===== src/verilog/ddc_pkg.sv =====
// shared constants of the down-converter configuration block
`default_nettype none
package ddc_pkg;
   // ----------------------------------------------------------------
   // register indices; byte address is four times the index
   // ----------------------------------------------------------------
   localparam logic [7:0] IDX_PATH = 8'h24;
   localparam logic [7:0] IDX_MODE = 8'h25;
   localparam logic [7:0] IDX_GAIN = 8'h26;
   localparam logic [7:0] IDX_ORDA = 8'h27;
   localparam logic [7:0] IDX_FRQ0 = 8'h2a;
   localparam logic [7:0] IDX_FRQ1 = 8'h2b;
   localparam logic [7:0] IDX_FRQ2 = 8'h2c;
   localparam logic [7:0] IDX_FRQ3 = 8'h2d;
   localparam logic [7:0] IDX_PHASE = 8'h30;
   localparam logic [7:0] REG_RESET = 8'h00;
   // ----------------------------------------------------------------
   // field positions
   // ----------------------------------------------------------------
   localparam int PATH_SEL = 3;
   localparam int PATH_DIG = 2;
   localparam int PATH_DEC = 1;
   localparam int MODE_ROUTE = 7;
   localparam int MODE_DEC = 4;
   localparam int MODE_REAL = 3;
   localparam int MODE_PHINV = 0;
   localparam int GAIN_A = 6;
   localparam int RES_A = 5;
   localparam int QMIX_A = 4;
   localparam int GAIN_B = 2;
   localparam int RES_B = 1;
   localparam int QMIX_B = 0;
   localparam int ORD_SWAP = 4;
   localparam int ORD_QDEL = 3;
   localparam int ORD_QPH = 2;
   // ----------------------------------------------------------------
   // codes and sizes
   // ----------------------------------------------------------------
   localparam logic [2:0] DEC_MAX = 3'h5;
   localparam logic [1:0] ROUTE_A = 2'h1;
   localparam logic [1:0] ROUTE_B = 2'h2;
   localparam logic [1:0] ROUTE_AVG = 2'h3;
   localparam logic [1:0] GAIN_3DB = 2'h1;
   localparam logic [1:0] GAIN_6DB = 2'h2;
   localparam logic [1:0] RESP_OKAY = 2'h0;
   localparam logic [1:0] RESP_SLVERR = 2'h2;
   localparam int FIFO_DEPTH = 32;
   localparam int WORD_W = 32;
endpackage : ddc_pkg
`default_nettype wire


===== src/verilog/ddc_config.sv =====
// down-converter configuration registers, datapath and output fifo
//
// Decided for this implementation: the AXI4-Lite interface to the registers.
`timescale 1ns/1ps
`default_nettype none

// ------------------------------------------------------------------
// output fifo
// ------------------------------------------------------------------
module ddc_fifo #(
   parameter int WIDTH = 32,
   parameter int DEPTH = 32
) (
   // clock and reset
   input wire logic clock,
   input wire logic rstn,
   // fill side
   input wire logic inValid,
   output logic inReady,
   input wire logic [WIDTH-1:0] inData,
   // drain side
   output logic outValid,
   input wire logic outReady,
   output logic [WIDTH-1:0] outData
);
   localparam int AW = $clog2(DEPTH);
   logic [WIDTH-1:0] mem [DEPTH];
   logic [AW-1:0] wr_q, wr_d, rd_q, rd_d;
   logic [AW:0] cnt_q, cnt_d;
   logic inRdy_q, inRdy_d, outV_q, outV_d;
   logic [WIDTH-1:0] outD_q, outD_d;
   logic push, load;

   assign push = inValid && inRdy_q;
   assign load = (cnt_q != '0) && (!outV_q || outReady);
   assign inReady = inRdy_q;
   assign outValid = outV_q;
   assign outData = outD_q;

   always_comb begin
      wr_d = wr_q;
      rd_d = rd_q;
      outV_d = outV_q;
      outD_d = outD_q;
      if (outV_q && outReady) begin
         outV_d = 1'b0;
      end
      if (load) begin
         outV_d = 1'b1;
         outD_d = mem[rd_q];
         rd_d = rd_q + 1'b1;
      end
      if (push) begin
         wr_d = wr_q + 1'b1;
      end
      cnt_d = cnt_q + (AW+1)'(push) - (AW+1)'(load);
      inRdy_d = cnt_d < (AW+1)'(DEPTH);
   end

   always_ff @(posedge clock) begin
      if (push) begin
         mem[wr_q] <= inData;
      end
      if (!rstn) begin
         wr_q <= '0;
         rd_q <= '0;
         cnt_q <= '0;
         inRdy_q <= 1'b1;
         outV_q <= 1'b0;
         outD_q <= '0;
      end else begin
         wr_q <= wr_d;
         rd_q <= rd_d;
         cnt_q <= cnt_d;
         inRdy_q <= inRdy_d;
         outV_q <= outV_d;
         outD_q <= outD_d;
      end
   end
endmodule : ddc_fifo

// ------------------------------------------------------------------
// top: register slave and down-converter datapath
// ------------------------------------------------------------------
module ddc_config (
   // clock and reset
   input wire logic clock,
   input wire logic rstn,
   // axi4-lite write
   input wire logic awvalid,
   output logic awready,
   input wire logic [9:0] awaddr,
   input wire logic wvalid,
   output logic wready,
   input wire logic [31:0] wdata,
   input wire logic [3:0] wstrb,
   output logic bvalid,
   input wire logic bready,
   output logic [1:0] bresp,
   // axi4-lite read
   input wire logic arvalid,
   output logic arready,
   input wire logic [9:0] araddr,
   output logic rvalid,
   input wire logic rready,
   output logic [31:0] rdata,
   output logic [1:0] rresp,
   // converter samples
   input wire logic sampleValid,
   output logic sampleReady,
   input wire logic [13:0] adcA,
   input wire logic [13:0] adcB,
   // output stream
   output logic outValid,
   input wire logic outReady,
   output logic [31:0] outData
);
   logic [7:0] path_q, path_d, mode_q, mode_d, gain_q, gain_d;
   logic [7:0] ordA_q, ordA_d, awIdx_q, awIdx_d, wByte_q, wByte_d;
   logic [31:0] freq_q, freq_d, rdata_q, rdata_d;
   logic awHeld_q, awHeld_d, awOk_q, awOk_d, wHeld_q, wHeld_d;
   logic wEn_q, wEn_d, awRdy_q, awRdy_d, wRdy_q, wRdy_d;
   logic bvalid_q, bvalid_d, arRdy_q, arRdy_d, rvalid_q, rvalid_d;
   logic [1:0] bresp_q, bresp_d, rresp_q, rresp_d;

   function automatic logic isMapped(input logic [9:0] a);
      return a[9:2] inside {ddc_pkg::IDX_PATH, ddc_pkg::IDX_MODE,
         ddc_pkg::IDX_GAIN, ddc_pkg::IDX_ORDA, ddc_pkg::IDX_FRQ0,
         ddc_pkg::IDX_FRQ1, ddc_pkg::IDX_FRQ2, ddc_pkg::IDX_FRQ3,
         ddc_pkg::IDX_PHASE};
   endfunction : isMapped

   logic [31:0] accA_q, accA_d, accB_q, accB_d;
   logic [31:0] actA_q, actA_d, actB_q, actB_d;
   logic resA_q, resA_d, resB_q, resB_d, rdyS_q, rdyS_d;
   logic [1:0] qcA_q, qcA_d, qcB_q, qcB_d, stCnt_q, stCnt_d;
   logic [4:0] cnt_q, cnt_d;
   logic signed [20:0] sum_q [4], sum_d [4];
   logic [15:0] heldI_q, heldI_d;
   logic [31:0] stW0_q, stW0_d, stW1_q, stW1_d;

   assign awready = awRdy_q;
   assign wready = wRdy_q;
   assign bvalid = bvalid_q;
   assign bresp = bresp_q;
   assign arready = arRdy_q;
   assign rvalid = rvalid_q;
   assign rdata = rdata_q;
   assign rresp = rresp_q;
   assign sampleReady = rdyS_q;

   // ----------------------------------------------------------------
   // register slave
   // ----------------------------------------------------------------
   always_comb begin
      path_d = path_q;
      mode_d = mode_q;
      gain_d = gain_q;
      ordA_d = ordA_q;
      freq_d = freq_q;
      awHeld_d = awHeld_q;
      awIdx_d = awIdx_q;
      awOk_d = awOk_q;
      wHeld_d = wHeld_q;
      wByte_d = wByte_q;
      wEn_d = wEn_q;
      bvalid_d = bvalid_q;
      bresp_d = bresp_q;
      rvalid_d = rvalid_q;
      rdata_d = rdata_q;
      rresp_d = rresp_q;
      if (awvalid && awRdy_q) begin
         awHeld_d = 1'b1;
         awIdx_d = awaddr[9:2];
         awOk_d = isMapped(awaddr);
      end
      if (wvalid && wRdy_q) begin
         wHeld_d = 1'b1;
         wByte_d = wdata[7:0];
         wEn_d = wstrb[0];
      end
      if (bvalid_q && bready) begin
         bvalid_d = 1'b0;
      end
      if (awHeld_q && wHeld_q && !bvalid_q) begin
         awHeld_d = 1'b0;
         wHeld_d = 1'b0;
         bvalid_d = 1'b1;
         bresp_d = awOk_q ? ddc_pkg::RESP_OKAY : ddc_pkg::RESP_SLVERR;
         if (wEn_q) begin
            case (awIdx_q)
               ddc_pkg::IDX_PATH: path_d = wByte_q;
               ddc_pkg::IDX_MODE: mode_d = wByte_q;
               ddc_pkg::IDX_GAIN: gain_d = wByte_q;
               ddc_pkg::IDX_ORDA: ordA_d = wByte_q;
               ddc_pkg::IDX_FRQ0: freq_d[7:0] = wByte_q;
               ddc_pkg::IDX_FRQ1: freq_d[15:8] = wByte_q;
               ddc_pkg::IDX_FRQ2: freq_d[23:16] = wByte_q;
               ddc_pkg::IDX_FRQ3: freq_d[31:24] = wByte_q;
               default: ;
            endcase
         end
      end
      if (mode_d[ddc_pkg::MODE_REAL]) begin
         freq_d = '0;
      end
      if (rvalid_q && rready) begin
         rvalid_d = 1'b0;
      end
      if (arvalid && arRdy_q) begin
         rvalid_d = 1'b1;
         rresp_d = isMapped(araddr) ? ddc_pkg::RESP_OKAY
                                    : ddc_pkg::RESP_SLVERR;
         case (araddr[9:2])
            ddc_pkg::IDX_PATH: rdata_d = {24'h0, path_q};
            ddc_pkg::IDX_MODE: rdata_d = {24'h0, mode_q};
            ddc_pkg::IDX_GAIN: rdata_d = {24'h0, gain_q};
            ddc_pkg::IDX_ORDA: rdata_d = {24'h0, ordA_q};
            ddc_pkg::IDX_FRQ0: rdata_d = {24'h0, freq_q[7:0]};
            ddc_pkg::IDX_FRQ1: rdata_d = {24'h0, freq_q[15:8]};
            ddc_pkg::IDX_FRQ2: rdata_d = {24'h0, freq_q[23:16]};
            ddc_pkg::IDX_FRQ3: rdata_d = {24'h0, freq_q[31:24]};
            ddc_pkg::IDX_PHASE: rdata_d = accA_q;
            default: rdata_d = '0;
         endcase
      end
      awRdy_d = !awHeld_d;
      wRdy_d = !wHeld_d;
      arRdy_d = !rvalid_d;
   end

   always_ff @(posedge clock) begin
      if (!rstn) begin
         path_q <= ddc_pkg::REG_RESET;
         mode_q <= ddc_pkg::REG_RESET;
         gain_q <= ddc_pkg::REG_RESET;
         ordA_q <= ddc_pkg::REG_RESET;
         freq_q <= '0;
         awHeld_q <= 1'b0;
         awIdx_q <= '0;
         awOk_q <= 1'b0;
         wHeld_q <= 1'b0;
         wByte_q <= '0;
         wEn_q <= 1'b0;
         awRdy_q <= 1'b1;
         wRdy_q <= 1'b1;
         bvalid_q <= 1'b0;
         bresp_q <= ddc_pkg::RESP_OKAY;
         arRdy_q <= 1'b1;
         rvalid_q <= 1'b0;
         rdata_q <= '0;
         rresp_q <= ddc_pkg::RESP_OKAY;
      end else begin
         path_q <= path_d;
         mode_q <= mode_d;
         gain_q <= gain_d;
         ordA_q <= ordA_d;
         freq_q <= freq_d;
         awHeld_q <= awHeld_d;
         awIdx_q <= awIdx_d;
         awOk_q <= awOk_d;
         wHeld_q <= wHeld_d;
         wByte_q <= wByte_d;
         wEn_q <= wEn_d;
         awRdy_q <= awRdy_d;
         wRdy_q <= wRdy_d;
         bvalid_q <= bvalid_d;
         bresp_q <= bresp_d;
         arRdy_q <= arRdy_d;
         rvalid_q <= rvalid_d;
         rdata_q <= rdata_d;
         rresp_q <= rresp_d;
      end
   end

   // ----------------------------------------------------------------
   // datapath
   // ----------------------------------------------------------------
   // square-wave oscillator: quadrant sign only, keeps the mixer free
   // of multipliers at the cost of harmonic images
   function automatic logic [31:0] mixIQ(input logic signed [15:0] x,
                                         input logic [1:0] ph,
                                         input logic quarter);
      logic signed [15:0] n;
      n = -x;
      if (quarter) begin
         case (ph)
            2'h0: return {x, 16'h0};
            2'h1: return {16'h0, n};
            2'h2: return {n, 16'h0};
            default: return {16'h0, x};
         endcase
      end
      return {(ph == 2'h0 || ph == 2'h3) ? x : n, ph[1] ? x : n};
   endfunction : mixIQ

   // 3 dB approximated by 1.375 to stay add-only
   function automatic logic signed [15:0] mixGain(
         input logic signed [15:0] x, input logic [1:0] code);
      case (code)
         ddc_pkg::GAIN_3DB: return x + (x >>> 2) + (x >>> 3);
         ddc_pkg::GAIN_6DB: return x <<< 1;
         default: return x;
      endcase
   endfunction : mixGain

   logic signed [15:0] sa, sb, inA, inB, smp [4], dump [4];
   logic signed [16:0] sumAB;
   logic [1:0] route, phA, phB;
   logic [2:0] decCode;
   logic [4:0] decLast;
   logic [31:0] mA, mB;
   logic [15:0] iNow, aFirst, aSecond;
   logic realMode, ddcOn, accept, fifoReady, push, swapA, qdelA;
   logic signed [20:0] sum [4];

   assign sa = 16'(signed'(adcA));
   assign sb = 16'(signed'(adcB));
   assign sumAB = 17'(sa) + 17'(sb);
   assign route = mode_q[ddc_pkg::MODE_ROUTE] ?
                  path_q[ddc_pkg::PATH_SEL +: 2] : 2'h0;
   always_comb begin
      case (route)
         ddc_pkg::ROUTE_A: begin inA = sa; inB = sa; end
         ddc_pkg::ROUTE_B: begin inA = sb; inB = sb; end
         ddc_pkg::ROUTE_AVG: begin
            inA = sumAB[16:1];
            inB = sumAB[16:1];
         end
         default: begin inA = sa; inB = sb; end
      endcase
   end

   assign realMode = mode_q[ddc_pkg::MODE_REAL];
   assign decCode = mode_q[ddc_pkg::MODE_DEC +: 3] > ddc_pkg::DEC_MAX ?
                    3'h0 : mode_q[ddc_pkg::MODE_DEC +: 3];
   assign decLast = 5'((6'h1 << decCode) - 6'h1);
   assign ddcOn = path_q[ddc_pkg::PATH_DIG]
                  && path_q[ddc_pkg::PATH_DEC];
   assign accept = sampleValid && rdyS_q;
   assign push = (stCnt_q != 2'h0) && fifoReady;
   assign swapA = ordA_q[ddc_pkg::ORD_SWAP];
   assign qdelA = ordA_q[ddc_pkg::ORD_QDEL];
   assign phA = gain_q[ddc_pkg::QMIX_A] ?
                qcA_q ^ {ordA_q[ddc_pkg::ORD_QPH], 1'b0} :
                accA_q[31:30] ^ {mode_q[ddc_pkg::MODE_PHINV], 1'b0};
   assign phB = gain_q[ddc_pkg::QMIX_B] ? qcB_q :
                accB_q[31:30] ^ {mode_q[ddc_pkg::MODE_PHINV], 1'b0};
   assign mA = mixIQ(inA, phA, gain_q[ddc_pkg::QMIX_A]);
   assign mB = mixIQ(inB, phB, gain_q[ddc_pkg::QMIX_B]);

   always_comb begin
      if (realMode) begin
         smp[0] = inA;
         smp[1] = 16'h0;
         smp[2] = inB;
         smp[3] = 16'h0;
      end else begin
         smp[0] = mixGain(mA[31:16], gain_q[ddc_pkg::GAIN_A +: 2]);
         smp[1] = mixGain(mA[15:0], gain_q[ddc_pkg::GAIN_A +: 2]);
         smp[2] = mixGain(mB[31:16], gain_q[ddc_pkg::GAIN_B +: 2]);
         smp[3] = mixGain(mB[15:0], gain_q[ddc_pkg::GAIN_B +: 2]);
      end
      for (int i = 0; i < 4; i++) begin
         sum[i] = sum_q[i] + 21'(smp[i]);
         dump[i] = 16'(sum[i] >>> decCode);
      end
   end

   assign iNow = qdelA ? heldI_q : dump[0];
   assign aFirst = swapA ? dump[1] : iNow;
   assign aSecond = swapA ? iNow : dump[1];

   always_comb begin
      // phase reset takes the word live at the toggle
      accA_d = accA_q + actA_q;
      actA_d = actA_q;
      accB_d = accB_q + actB_q;
      actB_d = actB_q;
      if (gain_q[ddc_pkg::RES_A] != resA_q) begin
         accA_d = '0;
         actA_d = freq_q;
      end
      if (gain_q[ddc_pkg::RES_B] != resB_q) begin
         accB_d = '0;
         actB_d = freq_q;
      end
      resA_d = gain_q[ddc_pkg::RES_A];
      resB_d = gain_q[ddc_pkg::RES_B];
      qcA_d = qcA_q + 2'h1;
      qcB_d = qcB_q + 2'h1;
      cnt_d = cnt_q;
      sum_d = sum_q;
      heldI_d = heldI_q;
      stW0_d = stW0_q;
      stW1_d = stW1_q;
      stCnt_d = stCnt_q;
      if (push) begin
         stW0_d = stW1_q;
         stCnt_d = stCnt_q - 2'h1;
      end
      if (accept && !ddcOn) begin
         stW0_d = {sb, sa};
         stCnt_d = 2'h1;
      end else if (accept && cnt_q != decLast) begin
         cnt_d = cnt_q + 5'h1;
         sum_d = sum;
      end else if (accept) begin
         cnt_d = '0;
         for (int i = 0; i < 4; i++) sum_d[i] = '0;
         heldI_d = dump[0];
         if (realMode) begin
            stW0_d = {dump[2], dump[0]};
            stCnt_d = 2'h1;
         end else begin
            stW0_d = {dump[2], aFirst};
            stW1_d = {dump[3], aSecond};
            stCnt_d = 2'h2;
         end
      end
      rdyS_d = stCnt_d == 2'h0;
   end

   always_ff @(posedge clock) begin
      if (!rstn) begin
         accA_q <= '0;
         accB_q <= '0;
         actA_q <= '0;
         actB_q <= '0;
         resA_q <= 1'b0;
         resB_q <= 1'b0;
         qcA_q <= '0;
         qcB_q <= '0;
         cnt_q <= '0;
         for (int i = 0; i < 4; i++) sum_q[i] <= '0;
         heldI_q <= '0;
         stW0_q <= '0;
         stW1_q <= '0;
         stCnt_q <= '0;
         rdyS_q <= 1'b0;
      end else begin
         accA_q <= accA_d;
         accB_q <= accB_d;
         actA_q <= actA_d;
         actB_q <= actB_d;
         resA_q <= resA_d;
         resB_q <= resB_d;
         qcA_q <= qcA_d;
         qcB_q <= qcB_d;
         cnt_q <= cnt_d;
         sum_q <= sum_d;
         heldI_q <= heldI_d;
         stW0_q <= stW0_d;
         stW1_q <= stW1_d;
         stCnt_q <= stCnt_d;
         rdyS_q <= rdyS_d;
      end
   end

   ddc_fifo #(.WIDTH(ddc_pkg::WORD_W), .DEPTH(ddc_pkg::FIFO_DEPTH)) fifo (
      .clock(clock),
      .rstn(rstn),
      .inValid(stCnt_q != 2'h0),
      .inReady(fifoReady),
      .inData(stW0_q),
      .outValid(outValid),
      .outReady(outReady),
      .outData(outData)
   );
endmodule : ddc_config
`default_nettype wire


===== config.mk =====
export PLATFORM = sky130hd
export DESIGN_NAME = ddc_config
export DESIGN_NICKNAME = d
export VERILOG_FILES = /design/src/verilog/ddc_pkg.sv /design/src/verilog/ddc_config.sv
export SDC_FILE = /design/constraint.sdc
export NUM_CORES = 2
export LEC_CHECK = 0
export ABC_AREA = 0
export ABC_CLOCK_PERIOD_IN_PS = 10100
export BUFFER_PORTS_ARGS = -buffer_cell sky130_fd_sc_hd__buf_2
export CAP_MARGIN = 5
export CORE_ASPECT_RATIO = 0.8
export CORE_MARGIN = 5
export CORE_UTILIZATION = 45
export DETAILED_ROUTE_END_ITERATION = 12
export GPL_ROUTABILITY_DRIVEN = 1
export PLACE_DENSITY = 0.58
export RECOVER_POWER = 50
export SLEW_MARGIN = 15
export SYNTH_ARGS = -nofsm -noshare
export SYNTH_HDL_FRONTEND = slang
export SYNTH_SLANG_ARGS = --single-unit

===== constraint.sdc =====
create_clock -name clock -period 10.1 [get_ports clock]
set_clock_uncertainty 0.2 [all_clocks]
set_input_delay 1.01 -clock clock [delete_from_list [all_inputs] [get_ports clock]]
set_output_delay 1.01 -clock clock [all_outputs]
set_load 0.03 [all_outputs]

==> summary.txt <==
Outcome
  – Status: complete, but fails checks
  – Failing checks: max-capacitance violations, max-slew violations

Critical path
  – Startpoint class of the critical path: input pin
  – Worst EP arrival: 9.96 ns
  – Most frequent CP cell: ha_1
  – Crit path kind: input pin to flip-flop
  – Crit-path max cell delay: 0.56 ns
  – Worst setup EP type: flip-flop
  – Worst path required time: 10.57 ns
  – CP Max Fanout: 6
  – Slowest CP cell: mux4_2

Global routing
  – Vias in the first global route: 51090
  – Total GRT Usage: 24.60%
  – Gr ovfl total: 0
  – First-pass GRT wire length: ~330000 µm
  – Largest net degree at the start of global routing: 179
  – Initial antenna violation count: 3

Cells and area
  – Final Net Count: 7084
  – Fraction of layout instances using a drive strength above 1: 16.08%
  – Area occupied by multi-input gates: between 30000 and 40000 µm²
  – Final Instance Area: 85430 µm²
  – Register Area: approximately 40000 µm²
  – Synthesis-to-finish area growth: 13.50%
  – Fill cells: 14590
  – Utilization after layout: 51.31%
  – Final std cells w/o fill: 9049

Timing
  – Worst-case headroom to the max-slew limit: -180.4%
  – F_max: 105.4 MHz
  – Hold Slack: around 0.24 ns
  – Final worst path period share: 93.96%
  – RSZ-0062 raised after global routing: no
  – Setup Viol. Count Final: 0
  – Fin Setup TNS: 0 ns
  – Final hold violation count: 0
  – Final worst path period need: 9.490 ns
  – Final WS setup: 0.6098 ns
  – Slew Viols, Final: 949
  – Worst-margin pin slew: 4.206 ns

Clocking
  – Post-cts resize count: 0
  – Reg clk slew, reported paths: 0.06 ns
  – Setup bufs post-CTS: 0
  – Cts-stage hold buffer count: 0
  – Cts bufs inserted: 152
  – CTS Buffer Depth: 3
  – Clock Sinks: 1503
  – CTS tree: built
  – Root buffer cell: clkbuf_16
  – Clk Latency, worst-skew pair: ~0.8 ns
  – H-tree levels: 4

Place
  – Place WS: about 0.011 ns
  – Placed Area: 80630 µm²
  – Port Buf Inserts: 134
  – Post-DP HPWL: 145000 µm
  – Gp weighted congestion: 0.9368
  – Inst Count DP: 8774

Power
  – Max VDD drop: about 0.00023 V
  – Clock power frac: between 30% and 40%
  – Sw Pwr: 5.189 mW
  – Total chip power: 17.52 mW
  – Seq pwr share: around two fifths
  – Power density over cell area: 205.1 nW/µm²
  – Gate power share: between 20% and 30%
  – Net Sw Frac: between 20% and 30%
  – Int Pwr: 12.33 mW
  – Static Leak: 30.87 nW

Die
  – Die area: about 180000 µm²
  – Row Count: around 130
  – Die height: ~380 µm
  – Core Box Area: about 170000 µm²
  – Initial Util: around 45%
  – Die W: 467.2 µm
  – Top Ports: 168

Min path
  – Hold crit path type: flip-flop to flip-flop

Yosys
  – Synth async-reset ratio: 0%
  – Post-synth EDFFs: 1024
  – Yosys warnings: 0
  – Mapped Cells: 6382
  – Post-Syn Area per Cell: 11.79 µm²
  – Sequential fraction of the synthesis area: 53.59%
  – Most used DFF post-synth: edfxtp_1
  – Cell area after synthesis: 75270 µm²
  – Yosys cell types: 95
  – Synth Register Bits: 1503

Detailed routing
  – Routed WL: between 200000 and 250000 µm
  – Avg WL per Cell: about 24 µm
  – # DRC: 0
  – Pre-Repair DR Iteration Count: 6
  – Routed Antenna Nets: 0
  – Routed via count: between 50000 and 60000
  – DRT iter0 DRCs: ~5500
  – Vias per cell: 5.909

Job
  – Max-Cap Viols: 26
registers in the layout, summed over array words and instances (netlist names), 6 cells and up:
register,cells
fifo.mem,1024
sum_q,84
accA_q,32
accB_q,32
actA_q,32
actB_q,32
fifo.outData,32
freq_q,32
rdata,32
stW0_q,32
stW1_q,32
heldI_q,16
awIdx_q,8
gain_q,8
mode_q,8
ordA_q,8
path_q,8
wByte_q,8
fifo.cnt_q,6
critical path, delay by kind of cell:
kind | cells | cell delay (ns)
AOI/OAI and AO/OA | 17 | 4.06
muxes | 2 | 0.62
adders and majority gates | 4 | 1.13
buffers and inverters | 4 | 0.81
xor gates and xnor gates | 1 | 0.29
and+or+nand+nor | 11 | 2.03
kinds of logic (layout without fill, tap and decap cells):
family / Yosys count / count (layout) / synth area share, %
other: 1 / 4 / 0.004982
xor gates and xnor gates: 230 / 230 / 2.753
DFF: 1503 / 1503 / 53.59
and+or+nand+nor: 1733 / 1733 / 10.01
muxes: 504 / 504 / 12.23
buffers and inverters: 621 / 1041 / 3.124
AOI/OAI and AO/OA: 1484 / 1484 / 12.58
adders and majority gates: 306 / 306 / 5.705
synth_stat cells (31+ instances only):
master,count,share of area [%]
o211ai_1,50,0.50
o22ai_1,31,0.26
mux2i_1,164,2.2
nand3_1,99,0.66
nand2b_1,41,0.34
buf_1,69,0.34
a221oi_1,45,0.52
dfxtp_1,479,13
and3_1,35,0.29
fa_1,62,1.6
a21o_1,68,0.68
o21ai_0,259,1.7
o21a_1,46,0.46
a31oi_1,37,0.31
and2_1,42,0.35
nor2b_1,36,0.30
xor2_1,80,0.93
a211oi_1,137,1.4
nor3_1,98,0.65
nand2_1,612,3.1
mux4_2,332,9.9
edfxtp_1,1024,41
xnor2_1,146,1.7
a21oi_1,514,3.4
nor2_1,651,3.2
inv_1,243,1.2
clkbuf_1,296,1.5
ha_1,244,4.1
a22oi_1,76,0.76
path summary, 6_finish.rpt:
| kind | from | end | slack [ns] | cells after the start |
|---|---|---|---|---|
| worst min-delay path | awOk_q | bresp[1] | 0.24 | 1 |
| worst min register to register | awOk_q | bresp[1] | 0.24 | 1 |
| worst max-delay path | adcB[2] | stW1_q[15] | 0.61 | 39 |
| worst max register to register | path_q[4] | stW0_q[28] | 0.85 | 36 |
power groups by stage:
stage          registers [mW]  clock network (mW)  logic, mW
6_report                 7.35                5.69       4.48
5_1_grt                  7.39                6.06       4.88
4_1_cts                  7.34                5.79       4.54
3_5_place_dp             7.48                   0       4.53
3_3_place_gp             7.46                   0       4.48
2_1_floorplan            7.46                   0       3.11
routing by layer:
metal,GRT usage [%],vias to the layer above,share of wire (%),routed length (µm)
met5,0,-,0,0
met4,5.764,0,2.2,4894
met3,3.749,296,7.4,16300
met1,37.73,26750,47,102700
li1,-,24560,-,-
met2,36.83,1871,44,96430
layout make-up:
| class | count | area share, % |
|---|---|---|
| Clock inverter | 80 | 0.8993 |
| Timing Repair Buffer | 520 | 4.038 |
| Clock buffer | 192 | 4.959 |
| Inverter | 249 | 1.096 |
| Antenna cell | 2 | 0.005858 |
| Sequential cell | 1503 | 47.25 |
| Tap cell | 2244 | 3.287 |
| Multi-Input combinational cell | 4259 | 38.47 |
placed cells by master, fill, tap and decap left out, drive strengths merged, types with 45 or more instances in the layout:
cell type and count:
a221oi 45, fa 62, nor3 99, buf 429
a211oi 138, xor2 80, o21a 46, inv 253
a21o 68, a21oi 514, edfxtp 1024, clkinv 56
nor2 651, mux4 332, a22oi 76, dfxtp 479
xnor2 146, mux2i 164, ha 244, o21ai 264
nand2 612, clkbuf 283, nand3 100, o211ai 50
Note: power is estimated with default switching activity, not from simulation.
